$ cat src/common/crb_state_pkg.sv
// Constants, register map and state encoding of the state-request block
package crb_state_pkg;
    localparam int ADDR_W = 4;
    localparam logic [ADDR_W-1:0] REQ_OFFSET = 4'h0;
    localparam logic [ADDR_W-1:0] STATUS_OFFSET = 4'h4;
    localparam logic [ADDR_W-1:0] START_OFFSET = 4'h8;
    localparam logic [ADDR_W-1:0] INTF_ID_OFFSET = 4'hC;
    localparam logic [ADDR_W-1:0] INT_STATUS_OFFSET = 4'h1;
    localparam logic [ADDR_W-1:0] INT_MASK_OFFSET = 4'h2;
    localparam int READY_BIT = 0;
    localparam int IDLE_BIT = 1;
    localparam int FATAL_BIT = 0;
    localparam int BYPASS_BIT = 0;
    localparam int START_BIT = 0;
    localparam logic [31:0] STATUS_IDLE_VALUE = 32'h0000_0002;
    localparam logic [31:0] REQ_CLEAR_VALUE = 32'h0000_0000;
    localparam logic [31:0] ZERO_WORD = 32'h0000_0000;
    localparam int INT_W = 3;
    localparam int INT_READY = 0;
    localparam int INT_IDLE = 1;
    localparam int INT_DONE = 2;
    localparam int TIMEOUT_C_US = 200;
    localparam int CLOCK_MHZ = 100;
    localparam int TIMEOUT_C_CYCLES = TIMEOUT_C_US * CLOCK_MHZ;
    localparam int READY_LATENCY = 4;
    typedef enum logic [2:0] {
        ST_IDLE,
        ST_READY,
        ST_RECEPTION,
        ST_EXECUTION,
        ST_COMPLETION
    } crb_state_t;
endpackage : crb_state_pkg

$ cat src/hdl/crb_state_request_status.sv
// State-request and state-status control of the command/response buffer interface
// Summary of operation
// - Without bypass, ready request moves Idle to Ready.
// - Ready request bit is cleared within the ready-transition timeout.
// - Writing 0 to either request bit changes nothing.
// - With bypass, ready request moves Command Completion straight to Ready.
// - Bypass support is shown in a read-only capability bit.
// - Idle request bit is cleared within the ready-transition timeout.
// - Accepted idle request invalidates buffer, enters Idle, sets idle flag.
// - A placed response is kept until software requests idle.
// - Idle request: invalidate buffer, status becomes 0002h, then request clears.
// - Request writes are discarded during Command Execution.
// - Status bits 31:2 read zero; status is read-only.
// - Idle flag reads 1 in Idle, cleared on move to Ready.
// - Status bit 0 shows a fatal error.
// - First buffer byte in Ready enters Command Reception until start.
// - Start in Command Reception enters Execution; elsewhere ignored.
//
// Design decisions made here: strobed register access and the placing of the registers.
`timescale 1ns/100ps
`default_nettype none
module crb_state_request_status
    import crb_state_pkg::*;
#(
    parameter int TIMEOUT_CYCLES = TIMEOUT_C_CYCLES,
    parameter int WAKE_CYCLES = READY_LATENCY,
    parameter logic IDLE_BYPASS = 1'b0
) (
    input wire logic clock,
    input wire logic sys_rst,
    input wire logic [ADDR_W-1:0] regAddr,
    input wire logic [31:0] regWriteData,
    input wire logic regWrite,
    input wire logic regRead,
    output logic [31:0] regReadData,
    input wire logic bufferFirstWrite,
    input wire logic commandDone,
    input wire logic fatalErrorPin,
    output logic bufferInvalidate,
    output logic responseHold,
    output logic executeStart,
    output logic irq,
    output logic [2:0] stateOut
);
    crb_state_t state;
    logic readyRequest;
    logic idleRequest;
    logic idleFlag;
    logic fatalErrorFlag;
    logic startFlag;
    logic fatalSync;
    logic wakeLaunch;
    logic wakeDone;
    logic idleStep;
    logic [INT_W-1:0] intStatus;
    logic [INT_W-1:0] intMask;
    logic [INT_W-1:0] intEvent;

    function automatic logic hit(input logic [ADDR_W-1:0] addr, input logic [ADDR_W-1:0] offset);
        return addr == offset;
    endfunction : hit

    logic reqWrite;
    logic readyWrite1;
    logic idleWrite1;
    logic startWrite1;
    assign reqWrite = regWrite && hit(regAddr, REQ_OFFSET) && state != ST_EXECUTION;
    assign readyWrite1 = reqWrite && regWriteData[READY_BIT];
    assign idleWrite1 = reqWrite && regWriteData[IDLE_BIT];
    assign startWrite1 = regWrite && hit(regAddr, START_OFFSET) && regWriteData[START_BIT];

    sync_two_ff #(
        .WIDTH(1)
    ) u_fatal_sync (
        .clock(clock),
        .sys_rst(sys_rst),
        .async(fatalErrorPin),
        .synced(fatalSync)
    );

    // Wake time checked to be at least 2 cycles below the timeout so acknowledges always land in time
    wake_delay #(
        .LATENCY(WAKE_CYCLES)
    ) u_wake (
        .clock(clock),
        .sys_rst(sys_rst),
        .launch(wakeLaunch),
        .abort(idleStep),
        .done(wakeDone)
    );

    initial begin
        if (WAKE_CYCLES + 2 > TIMEOUT_CYCLES) begin
            $error("wake time exceeds acknowledge timeout");
        end
    end

    // Wake starts when a ready request is accepted in Idle without bypass
    logic wakeBusy;
    assign wakeLaunch = readyRequest && !wakeBusy && state == ST_IDLE && !IDLE_BYPASS;
    always_ff @(posedge clock) begin
        if (sys_rst) begin
            wakeBusy <= 1'b0;
        end else if (wakeDone || idleStep) begin
            wakeBusy <= 1'b0;
        end else if (wakeLaunch) begin
            wakeBusy <= 1'b1;
        end
    end

    // Idle step taken in the cycle the request bit is set, one cycle after the write
    assign idleStep = idleRequest && state != ST_EXECUTION;

    // Main state machine
    always_ff @(posedge clock) begin
        if (sys_rst) begin
            state <= ST_IDLE;
        end else if (idleStep) begin
            state <= ST_IDLE;
        end else begin
            unique case (state)
                ST_IDLE: begin
                    if (wakeDone) begin
                        state <= ST_READY;
                    end else if (IDLE_BYPASS && readyRequest) begin
                        state <= ST_READY;
                    end
                end
                ST_READY: begin
                    if (bufferFirstWrite) begin
                        state <= ST_RECEPTION;
                    end
                end
                ST_RECEPTION: begin
                    if (startWrite1) begin
                        state <= ST_EXECUTION;
                    end
                end
                ST_EXECUTION: begin
                    if (commandDone) begin
                        state <= ST_COMPLETION;
                    end
                end
                ST_COMPLETION: begin
                    if (IDLE_BYPASS && readyRequest) begin
                        state <= ST_READY;
                    end
                end
            endcase
        end
    end

    // Request register bits
    always_ff @(posedge clock) begin
        if (sys_rst) begin
            readyRequest <= 1'b0;
        end else if (idleStep) begin
            readyRequest <= REQ_CLEAR_VALUE[READY_BIT];
        end else if (readyWrite1) begin
            readyRequest <= 1'b1;
        end else if (readyRequest) begin
            // Acknowledge once the move is done, or at once if nothing to do
            if (wakeDone || IDLE_BYPASS || (state != ST_IDLE && !wakeBusy)) begin
                readyRequest <= 1'b0;
            end
        end
    end

    always_ff @(posedge clock) begin
        if (sys_rst) begin
            idleRequest <= 1'b0;
        end else if (idleStep) begin
            idleRequest <= 1'b0;
        end else if (idleWrite1) begin
            idleRequest <= 1'b1;
        end
    end

    // Idle flag; written together with buffer invalidate, before request clears
    always_ff @(posedge clock) begin
        if (sys_rst) begin
            idleFlag <= 1'b1;
        end else if (idleWrite1) begin
            idleFlag <= 1'b1;
        end else if (state == ST_IDLE && (wakeDone || (IDLE_BYPASS && readyRequest))) begin
            idleFlag <= 1'b0;
        end else if (state == ST_COMPLETION && IDLE_BYPASS && readyRequest) begin
            idleFlag <= 1'b0;
        end
    end

    always_ff @(posedge clock) begin
        if (sys_rst) begin
            fatalErrorFlag <= 1'b0;
        end else begin
            fatalErrorFlag <= fatalSync;
        end
    end

    always_ff @(posedge clock) begin
        if (sys_rst) begin
            startFlag <= 1'b0;
        end else if (state == ST_EXECUTION && commandDone) begin
            startFlag <= 1'b0;
        end else if (startWrite1 && state == ST_RECEPTION) begin
            startFlag <= 1'b1;
        end
    end

    // Buffer side effects
    always_ff @(posedge clock) begin
        if (sys_rst) begin
            bufferInvalidate <= 1'b0;
            responseHold <= 1'b0;
            executeStart <= 1'b0;
            stateOut <= 3'h0;
        end else begin
            bufferInvalidate <= idleWrite1;
            executeStart <= startWrite1 && state == ST_RECEPTION;
            stateOut <= state;
            if (idleStep) begin
                responseHold <= 1'b0;
            end else if (state == ST_EXECUTION && commandDone) begin
                responseHold <= 1'b1;
            end
        end
    end

    // Interrupt events: ready reached after wake (not on bypass), idle reached, command done
    assign intEvent[INT_READY] = readyRequest && !readyWrite1 && wakeDone;
    assign intEvent[INT_IDLE] = idleStep;
    assign intEvent[INT_DONE] = state == ST_EXECUTION && commandDone;

    always_ff @(posedge clock) begin
        if (sys_rst) begin
            intStatus <= '0;
        end else begin
            // Set wins over a same-cycle clear
            if (regWrite && hit(regAddr, INT_STATUS_OFFSET)) begin
                intStatus <= (intStatus & ~regWriteData[INT_W-1:0]) | intEvent;
            end else begin
                intStatus <= intStatus | intEvent;
            end
        end
    end

    always_ff @(posedge clock) begin
        if (sys_rst) begin
            intMask <= '0;
        end else if (regWrite && hit(regAddr, INT_MASK_OFFSET)) begin
            intMask <= regWriteData[INT_W-1:0];
        end
    end

    always_ff @(posedge clock) begin
        if (sys_rst) begin
            irq <= 1'b0;
        end else begin
            irq <= |(intStatus & intMask);
        end
    end

    // Read port; status writes fall through with no effect
    always_ff @(posedge clock) begin
        if (sys_rst) begin
            regReadData <= ZERO_WORD;
        end else if (regRead) begin
            regReadData <= ZERO_WORD;
            unique case (regAddr)
                REQ_OFFSET: begin
                    regReadData[READY_BIT] <= readyRequest;
                    regReadData[IDLE_BIT] <= idleRequest;
                end
                STATUS_OFFSET: begin
                    regReadData[IDLE_BIT] <= idleFlag;
                    regReadData[FATAL_BIT] <= fatalErrorFlag;
                end
                START_OFFSET: regReadData[START_BIT] <= startFlag;
                INTF_ID_OFFSET: regReadData[BYPASS_BIT] <= IDLE_BYPASS;
                INT_STATUS_OFFSET: regReadData[INT_W-1:0] <= intStatus;
                INT_MASK_OFFSET: regReadData[INT_W-1:0] <= intMask;
                default: regReadData <= ZERO_WORD;
            endcase
        end else begin
            regReadData <= ZERO_WORD;
        end
    end
endmodule : crb_state_request_status
`default_nettype wire

$ cat src/hdl/sync_two_ff.sv
// Two-flop synchroniser for pin-level inputs
`timescale 1ns/100ps
`default_nettype none
module sync_two_ff #(
    parameter int WIDTH = 1
) (
    input wire logic clock,
    input wire logic sys_rst,
    input wire logic [WIDTH-1:0] async,
    output logic [WIDTH-1:0] synced
);
    logic [WIDTH-1:0] stage;

    always_ff @(posedge clock) begin
        if (sys_rst) begin
            stage <= '0;
            synced <= '0;
        end else begin
            stage <= async;
            synced <= stage;
        end
    end
endmodule : sync_two_ff
`default_nettype wire

$ cat src/hdl/wake_delay.sv
// Down-counter modelling the wake-up time from Idle to Ready
`timescale 1ns/100ps
`default_nettype none
module wake_delay #(
    parameter int LATENCY = 4
) (
    input wire logic clock,
    input wire logic sys_rst,
    input wire logic launch,
    input wire logic abort,
    output logic done
);
    localparam int CW = $clog2(LATENCY + 1);
    logic [CW-1:0] count;
    logic running;

    always_ff @(posedge clock) begin
        if (sys_rst) begin
            count <= '0;
            running <= 1'b0;
            done <= 1'b0;
        end else begin
            done <= 1'b0;
            if (abort) begin
                running <= 1'b0;
            end else if (launch) begin
                count <= CW'(LATENCY);
                running <= 1'b1;
            end else if (running) begin
                if (count <= CW'(1)) begin
                    running <= 1'b0;
                    done <= 1'b1;
                end else begin
                    count <= count - CW'(1);
                end
            end
        end
    end
endmodule : wake_delay
`default_nettype wire

$ cat config.mk
export PLATFORM = sky130hd
export DESIGN_NAME = crb_state_request_status
export DESIGN_NICKNAME = d
export VERILOG_FILES = /design/src/common/crb_state_pkg.sv /design/src/hdl/crb_state_request_status.sv /design/src/hdl/sync_two_ff.sv /design/src/hdl/wake_delay.sv
export SDC_FILE = /design/constraint.sdc
export NUM_CORES = 1
export LEC_CHECK = 0
export BUFFER_PORTS_ARGS = -buffer_cell sky130_fd_sc_hd__buf_2
export CAP_MARGIN = 10
export CORE_ASPECT_RATIO = 0.6
export CORE_MARGIN = 10
export CORE_UTILIZATION = 35
export CTS_CLUSTER_SIZE = 24
export DETAILED_ROUTE_END_ITERATION = 8
export GPL_TIMING_DRIVEN = 0
export RECOVER_POWER = 25
export SYNTH_ARGS = -nofsm -noshare
export SYNTH_HDL_FRONTEND = slang
export SYNTH_SLANG_ARGS = --single-unit
$ cat constraint.sdc
create_clock -name clock -period 1.9 [get_ports clock]
set_clock_uncertainty 0.05 [all_clocks]
set_input_delay 0.285 -clock clock [delete_from_list [all_inputs] [get_ports clock]]
set_output_delay 0.285 -clock clock [all_outputs]
set_load 0.02 [all_outputs]
### Word-level counts from Yosys, hierarchy flattened

Index checks and enable logic that the tools add are counted.

| word-level totals | value |
|---|---|
| bits in registers | 61 |

| cells by class | value |
|---|---|
| equality and inequality tests | 13 |
| magnitude comparators | 1 |
| add/subtract/negate cells | 1 |
| bitwise gates (word level) | 8 |
| muxes and demuxes | 19 |
| reductions and logical operators | 35 |

Operator list:

| kind | count |
|---|---|
| $mux 3 | 8 |
| $logic_and 1x1->1 | 17 |
| $pmux 3 s4 | 1 |
| $reduce_or 2->1 | 5 |
| $mux 1 | 7 |
| $and 3x3->3 | 2 |
| $eq 3x2->1 const B | 2 |
| $ne 2x2->1 const B | 3 |
| $or 3x3->3 | 2 |
| $pmux 1 s5 | 1 |
| $reduce_and 5->1 | 1 |
| $eq 4x1->1 const B | 1 |
| $eq 4x2->1 const B | 1 |
| $eq 4x3->1 const B | 1 |
| $eq 4x4->1 const B | 1 |
| $logic_not 4->1 | 1 |
| $ne 2x1->1 const B | 2 |
| $pmux 1 s4 | 1 |
| $reduce_bool 4->1 | 1 |
| $reduce_or 4->1 | 1 |
| $eq 3x1->1 const B | 1 |
| $le 3x1->1 const B | 1 |
| $logic_not 3->1 | 1 |
| $ne 3x2->1 const B | 1 |
| other kinds (10) | 14 |

### Logic depth before layout (Yosys ltp)

| depth | value |
|---|---|
| depth after elaboration | 9 |
| mapped depth | 6 |
| depth with buffers taken out | 6 |

### Modules after synthesis

Synthesis repeated with hierarchy kept, for this count alone.

| unflattened totals | value |
|---|---|
| cell total of the unflattened synthesis | 186 |
| area, all modules | 1,690.4 sq um |

Modules (own cells, without submodules):

| module | area each (sq um) | cells an instance | sequential area each (sq um) | times used |
|---|---|---|---|---|
| crb_state_request_status | 1,368.8 | 154 | 500.5 | 1 |
| wake_delay | 269.0 | 28 | 100.1 | 1 |
| sync_two_ff | 52.6 | 4 | 40.0 | 1 |

### Worst setup path after synthesis

OpenSTA, ideal clock, no wires.

| timing path | value |
|---|---|
| kind | reg-to-reg |
| start point | register u_wake.count[0] |
| end point | register u_wake.count[2] |
| arrival | 1,178 ps |
| library setup time | 126 ps |
| cell stages (with the launch flop) | 6 |
| clock period less this slack | 1,354 ps |
| path buffers | 0 |
| required time | 1,724 ps |
| slack | 546 ps |
| path through | dfxtp_1 -> ha_1 -> o21ba_2 -> o21a_1 -> a221oi_1 -> nor3_2 |

| on the way | value |
|---|---|
| word-level cells in the longest chain between the ends | 4 |

Ends and longest elaborated chain:

| what | line | RTL |
|---|---|---|
| start: declaration | wake_delay.sv:14 | `logic [CW-1:0] count;` |
| start signal: assignment | wake_delay.sv:27 | `count <= CW'(LATENCY);` |
| start signal: assignment | wake_delay.sv:34 | `count <= count - CW'(1);` |
| $sub 3x1->3 | wake_delay.sv:34 |  |
| $mux 3 | wake_delay.sv:30 | `if (count <= CW'(1)) begin` |
| $mux 3 | wake_delay.sv:29 | `end else if (running) begin` |
| $mux 3 | wake_delay.sv:26 | `end else if (launch) begin` |

Several ways; a longest one is shown, not always the timed one. The select of a mux whose other input is x is not followed.
A chain may end at the register's enable or synchronous reset.

### Worst setup path in the final report

| timing path | value |
|---|---|
| start point | register state[2] |
| end point | register state[0] |

| on the way | value |
|---|---|
| word-level cells in the longest chain between the ends | 3 |

Ends and longest elaborated chain:

| what | line | RTL |
|---|---|---|
| start: declaration | crb_state_request_status.sv:45 | `crb_state_t state;` |
| start signal: assignment | crb_state_request_status.sv:117 | `state <= ST_IDLE;` |
| start signal: assignment | crb_state_request_status.sv:119 | `state <= ST_IDLE;` |
| start signal: assignment | crb_state_request_status.sv:124 | `state <= ST_READY;` |
| $eq 3x2->1, or another cell as far along | crb_state_request_status.sv:121 | `unique case (state)` |
| $reduce_bool 4->1 (no source line), or another cell as far along | - |  |
| $reduce_and 5->1 (no source line) / $reduce_or 2->1 (equally long branches) | - |  |

Several ways; a longest one is shown, not always the timed one.

==> impl_results.md <==
- Final slew viol count: 0
- Critical Path Source Type: flop
- Unrepaired setup endpoints after global routing: false
- Maximum clock rate: 659 MHz
- Global-route wire length before repair: 6020 µm
- Commonest cells after routing, fill and taps aside: 32 x dfxtp_1, 29 x buf_4, 29 x conb_1
- Fin. Hold Viols: 0
- Worst-Skew Late Latency: 0.28 ns
- Post_cts resized: 0
- Post-synthesis cell count: 188
- Final setup viols: 0
- Peak supply drop: 0.000305 V
- CTS Sinks: 32
- Worst-Margin Slew: 0.494 ns
- Synth top area share: 38.9%
- Final min period: 1.52 ns
- Die footprint: 0.00794 mm²
- First-pass iteration count of the detailed router: 4
- PD cells: 687 mW/mm²
- Final design utilization: 44.2%
- Htree depth: 2
- # DRC: 0
- GRT Total Usage: 9.52%
- Crit share post-route: 79.8%
- Avg Vias per Cell: 4.34
- Top-Level Pins: 82
- Share of cells above drive strength 1: 26.9%
- Yosys reg bits: 32
- Clk buf depth: 2
- DR iter-0 viols: 54
- Placed insts: 300
- Initial antenna violation count: 0
- # hold bufs at CTS: 0
- Fin cells: 308
- Setup_tns: 0 ns
- Required @ worst endpoint: 2.04 ns
- Core Area: 0.00456 mm²
- Reg2Reg Depth: 4
- Status: complete, no violations
- Synth area leaders: dfxtp_1 39%, buf_4 13%, a21oi_1 3.6%
- ANT nets after route: 0
- Layout area overhead: 22.6%
- Chip height: 73.2 µm
- Antenna cells: 0
- Nets: 289
- Sequential area share after synthesis: 38.9%
- IO Port Bufs: 21
- Mapped Avg Cell Area: 8.77 µm²
- GR Overflow Total: 0
- Post-CTS setup buffer count: 0
- Post-DP HPWL: 3000 µm
- P_leak: 0.847 nW
- RD Place Congestion: 0.841
- Dpl cell area: 0.00194 mm²
- CP Data Arrival Time: 1.65 ns
- Vias post-DR: 1338
- Pin count of the biggest net entering global routing: 11
- Crit. End Element: flop
- DRT Wirelength: 3790 µm
- Clock Pin Slew Worst Setup and Hold Paths: 0.06 ns
- Synth area leader: dfxtp_1
- Number of max-cap violations: 0
- Hold slack: 0.171 ns
- TritonCTS clock tree: built
- CP Launch Point: state[2]
- Yosys cell types: 44
- Clock Tree Root: clkbuf_8
- Worst Hold Launch: regAddr[2]
- Place WS: 0.361 ns
- Die Wd: 109 µm
- Fin area: 0.00202 mm²
- Hold Crit Class: in2reg
- Vias in the first global route: 1218
- Core Rows: 19
- Crit Path Class: reg2reg
- CP Max Fanout: 8
- Commonest non-fill, non-tap cell in the layout: dfxtp_1
- Slew HR: 66.8%
- Hold path depth: 2
- Yosys synthesis warning count: 0
- Pwr Total: 1.39 mW
- Initial Util: 36.1%
- Mapped Area: 0.00165 mm²
- Total CTS buffers: 5
- Final setup margin: 0.384 ns
- WL/cell: 12.3 µm
- Worst reg2reg path startpoint: state[2]
## synth_stat cells
library cell and instances:
a2111oi_2 1, a211oi_1 1, a21o_1 1, a21oi_1 12, a221oi_1 1, a222oi_1 1
a22oi_1 4, a31oi_1 3, and2_0 1, and2b_1 2, and3_1 1, and3_4 1
and4_1 1, and4_4 1, buf_2 1, buf_4 29, buf_6 2, clkbuf_1 3
conb_1 1, dfxtp_1 32, ha_1 2, inv_1 6, mux2i_1 2, nand2_1 13
nand2_2 4, nand2b_1 1, nand3_1 12, nand3b_1 3, nand4_1 2, nand4b_1 2
nor2_1 16, nor2b_1 8, nor3_1 3, nor3_2 1, nor3b_4 1, nor4_1 1
nor4b_4 1, o2111ai_1 1, o21a_1 1, o21ai_0 5, o21ba_2 1, o22ai_1 1
o31ai_2 1, o41ai_2 1
## routing by layer
| metal | global-route usage (%) | vias up | part of all wire [%] |
|---|---|---|---|
| li1 | - | 710 | - |
| met1 | 12.5 | 582 | 49 |
| met2 | 13.3 | 40 | 40 |
| met3 | 4.50 | 6 | 9.4 |
| met4 | 3.06 | 0 | 0.95 |
| met5 | 0 | - | 0 |
## worst paths after layout
path	to	slack, ns
worst min register to register	u_fatal_sync.synced	0.39
worst max register to register	state[0]	0.38
worst max-delay path	state[0]	0.38
worst min-delay path	regReadData[2]	0.17
## layout make-up
type                            count  area, µm²
Fill cell                         469       2540
Multi-Input combinational cell    143        833
Sequential cell                    32        641
Buffer                             35        256
Timing Repair Buffer               21       97.6
Clock buffer                        8       90.1
Tap cell                           63       78.8
Inverter                            6       22.5
## kinds of logic (layout without fill, tap and decap cells)
group / count (synthesis) / count (layout) / share of synthesized area [%]
AO/OA/AOI/OAI: 35 / 35 / 14.8
adder cells (fa/ha/maj): 2 / 2 / 1.52
buffers and inverters: 41 / 70 / 16.9
flip-flops: 32 / 32 / 38.9
multiplexers: 2 / 2 / 1.21
other: 1 / 29 / 0.228
AND/OR/NAND/NOR: 75 / 75 / 26.4
## report_power, final
group	total (mW)	internal, mW	switching (mW)
clock	0.538	0.295	0.243
sequential	0.679	0.676	0.00298
combinational	0.170	0.0659	0.104
total	1.39	1.04	0.350
## registers in the layout, summed over array words and instances, names as in the netlist
register             count
intMask                  3
intStatus                3
regReadData              3
stateOut                 3
state                    3
u_wake.count             3
bufferInvalidate         1
executeStart             1
fatalErrorFlag           1
idleFlag                 1
idleRequest              1
irq                      1
readyRequest             1
responseHold             1
startFlag                1
u_fatal_sync.stage       1
u_fatal_sync.synced      1
u_wake.done              1
u_wake.running           1
wakeBusy                 1
## critical path: stages, from the launching register on
cell and delay, ns:
dfxtp_1 0.39, nand3b_1 0.31, nand2_2 0.22, nand2_2 0.16, o41ai_2 0.30
(Power assumes the default switching activity.)
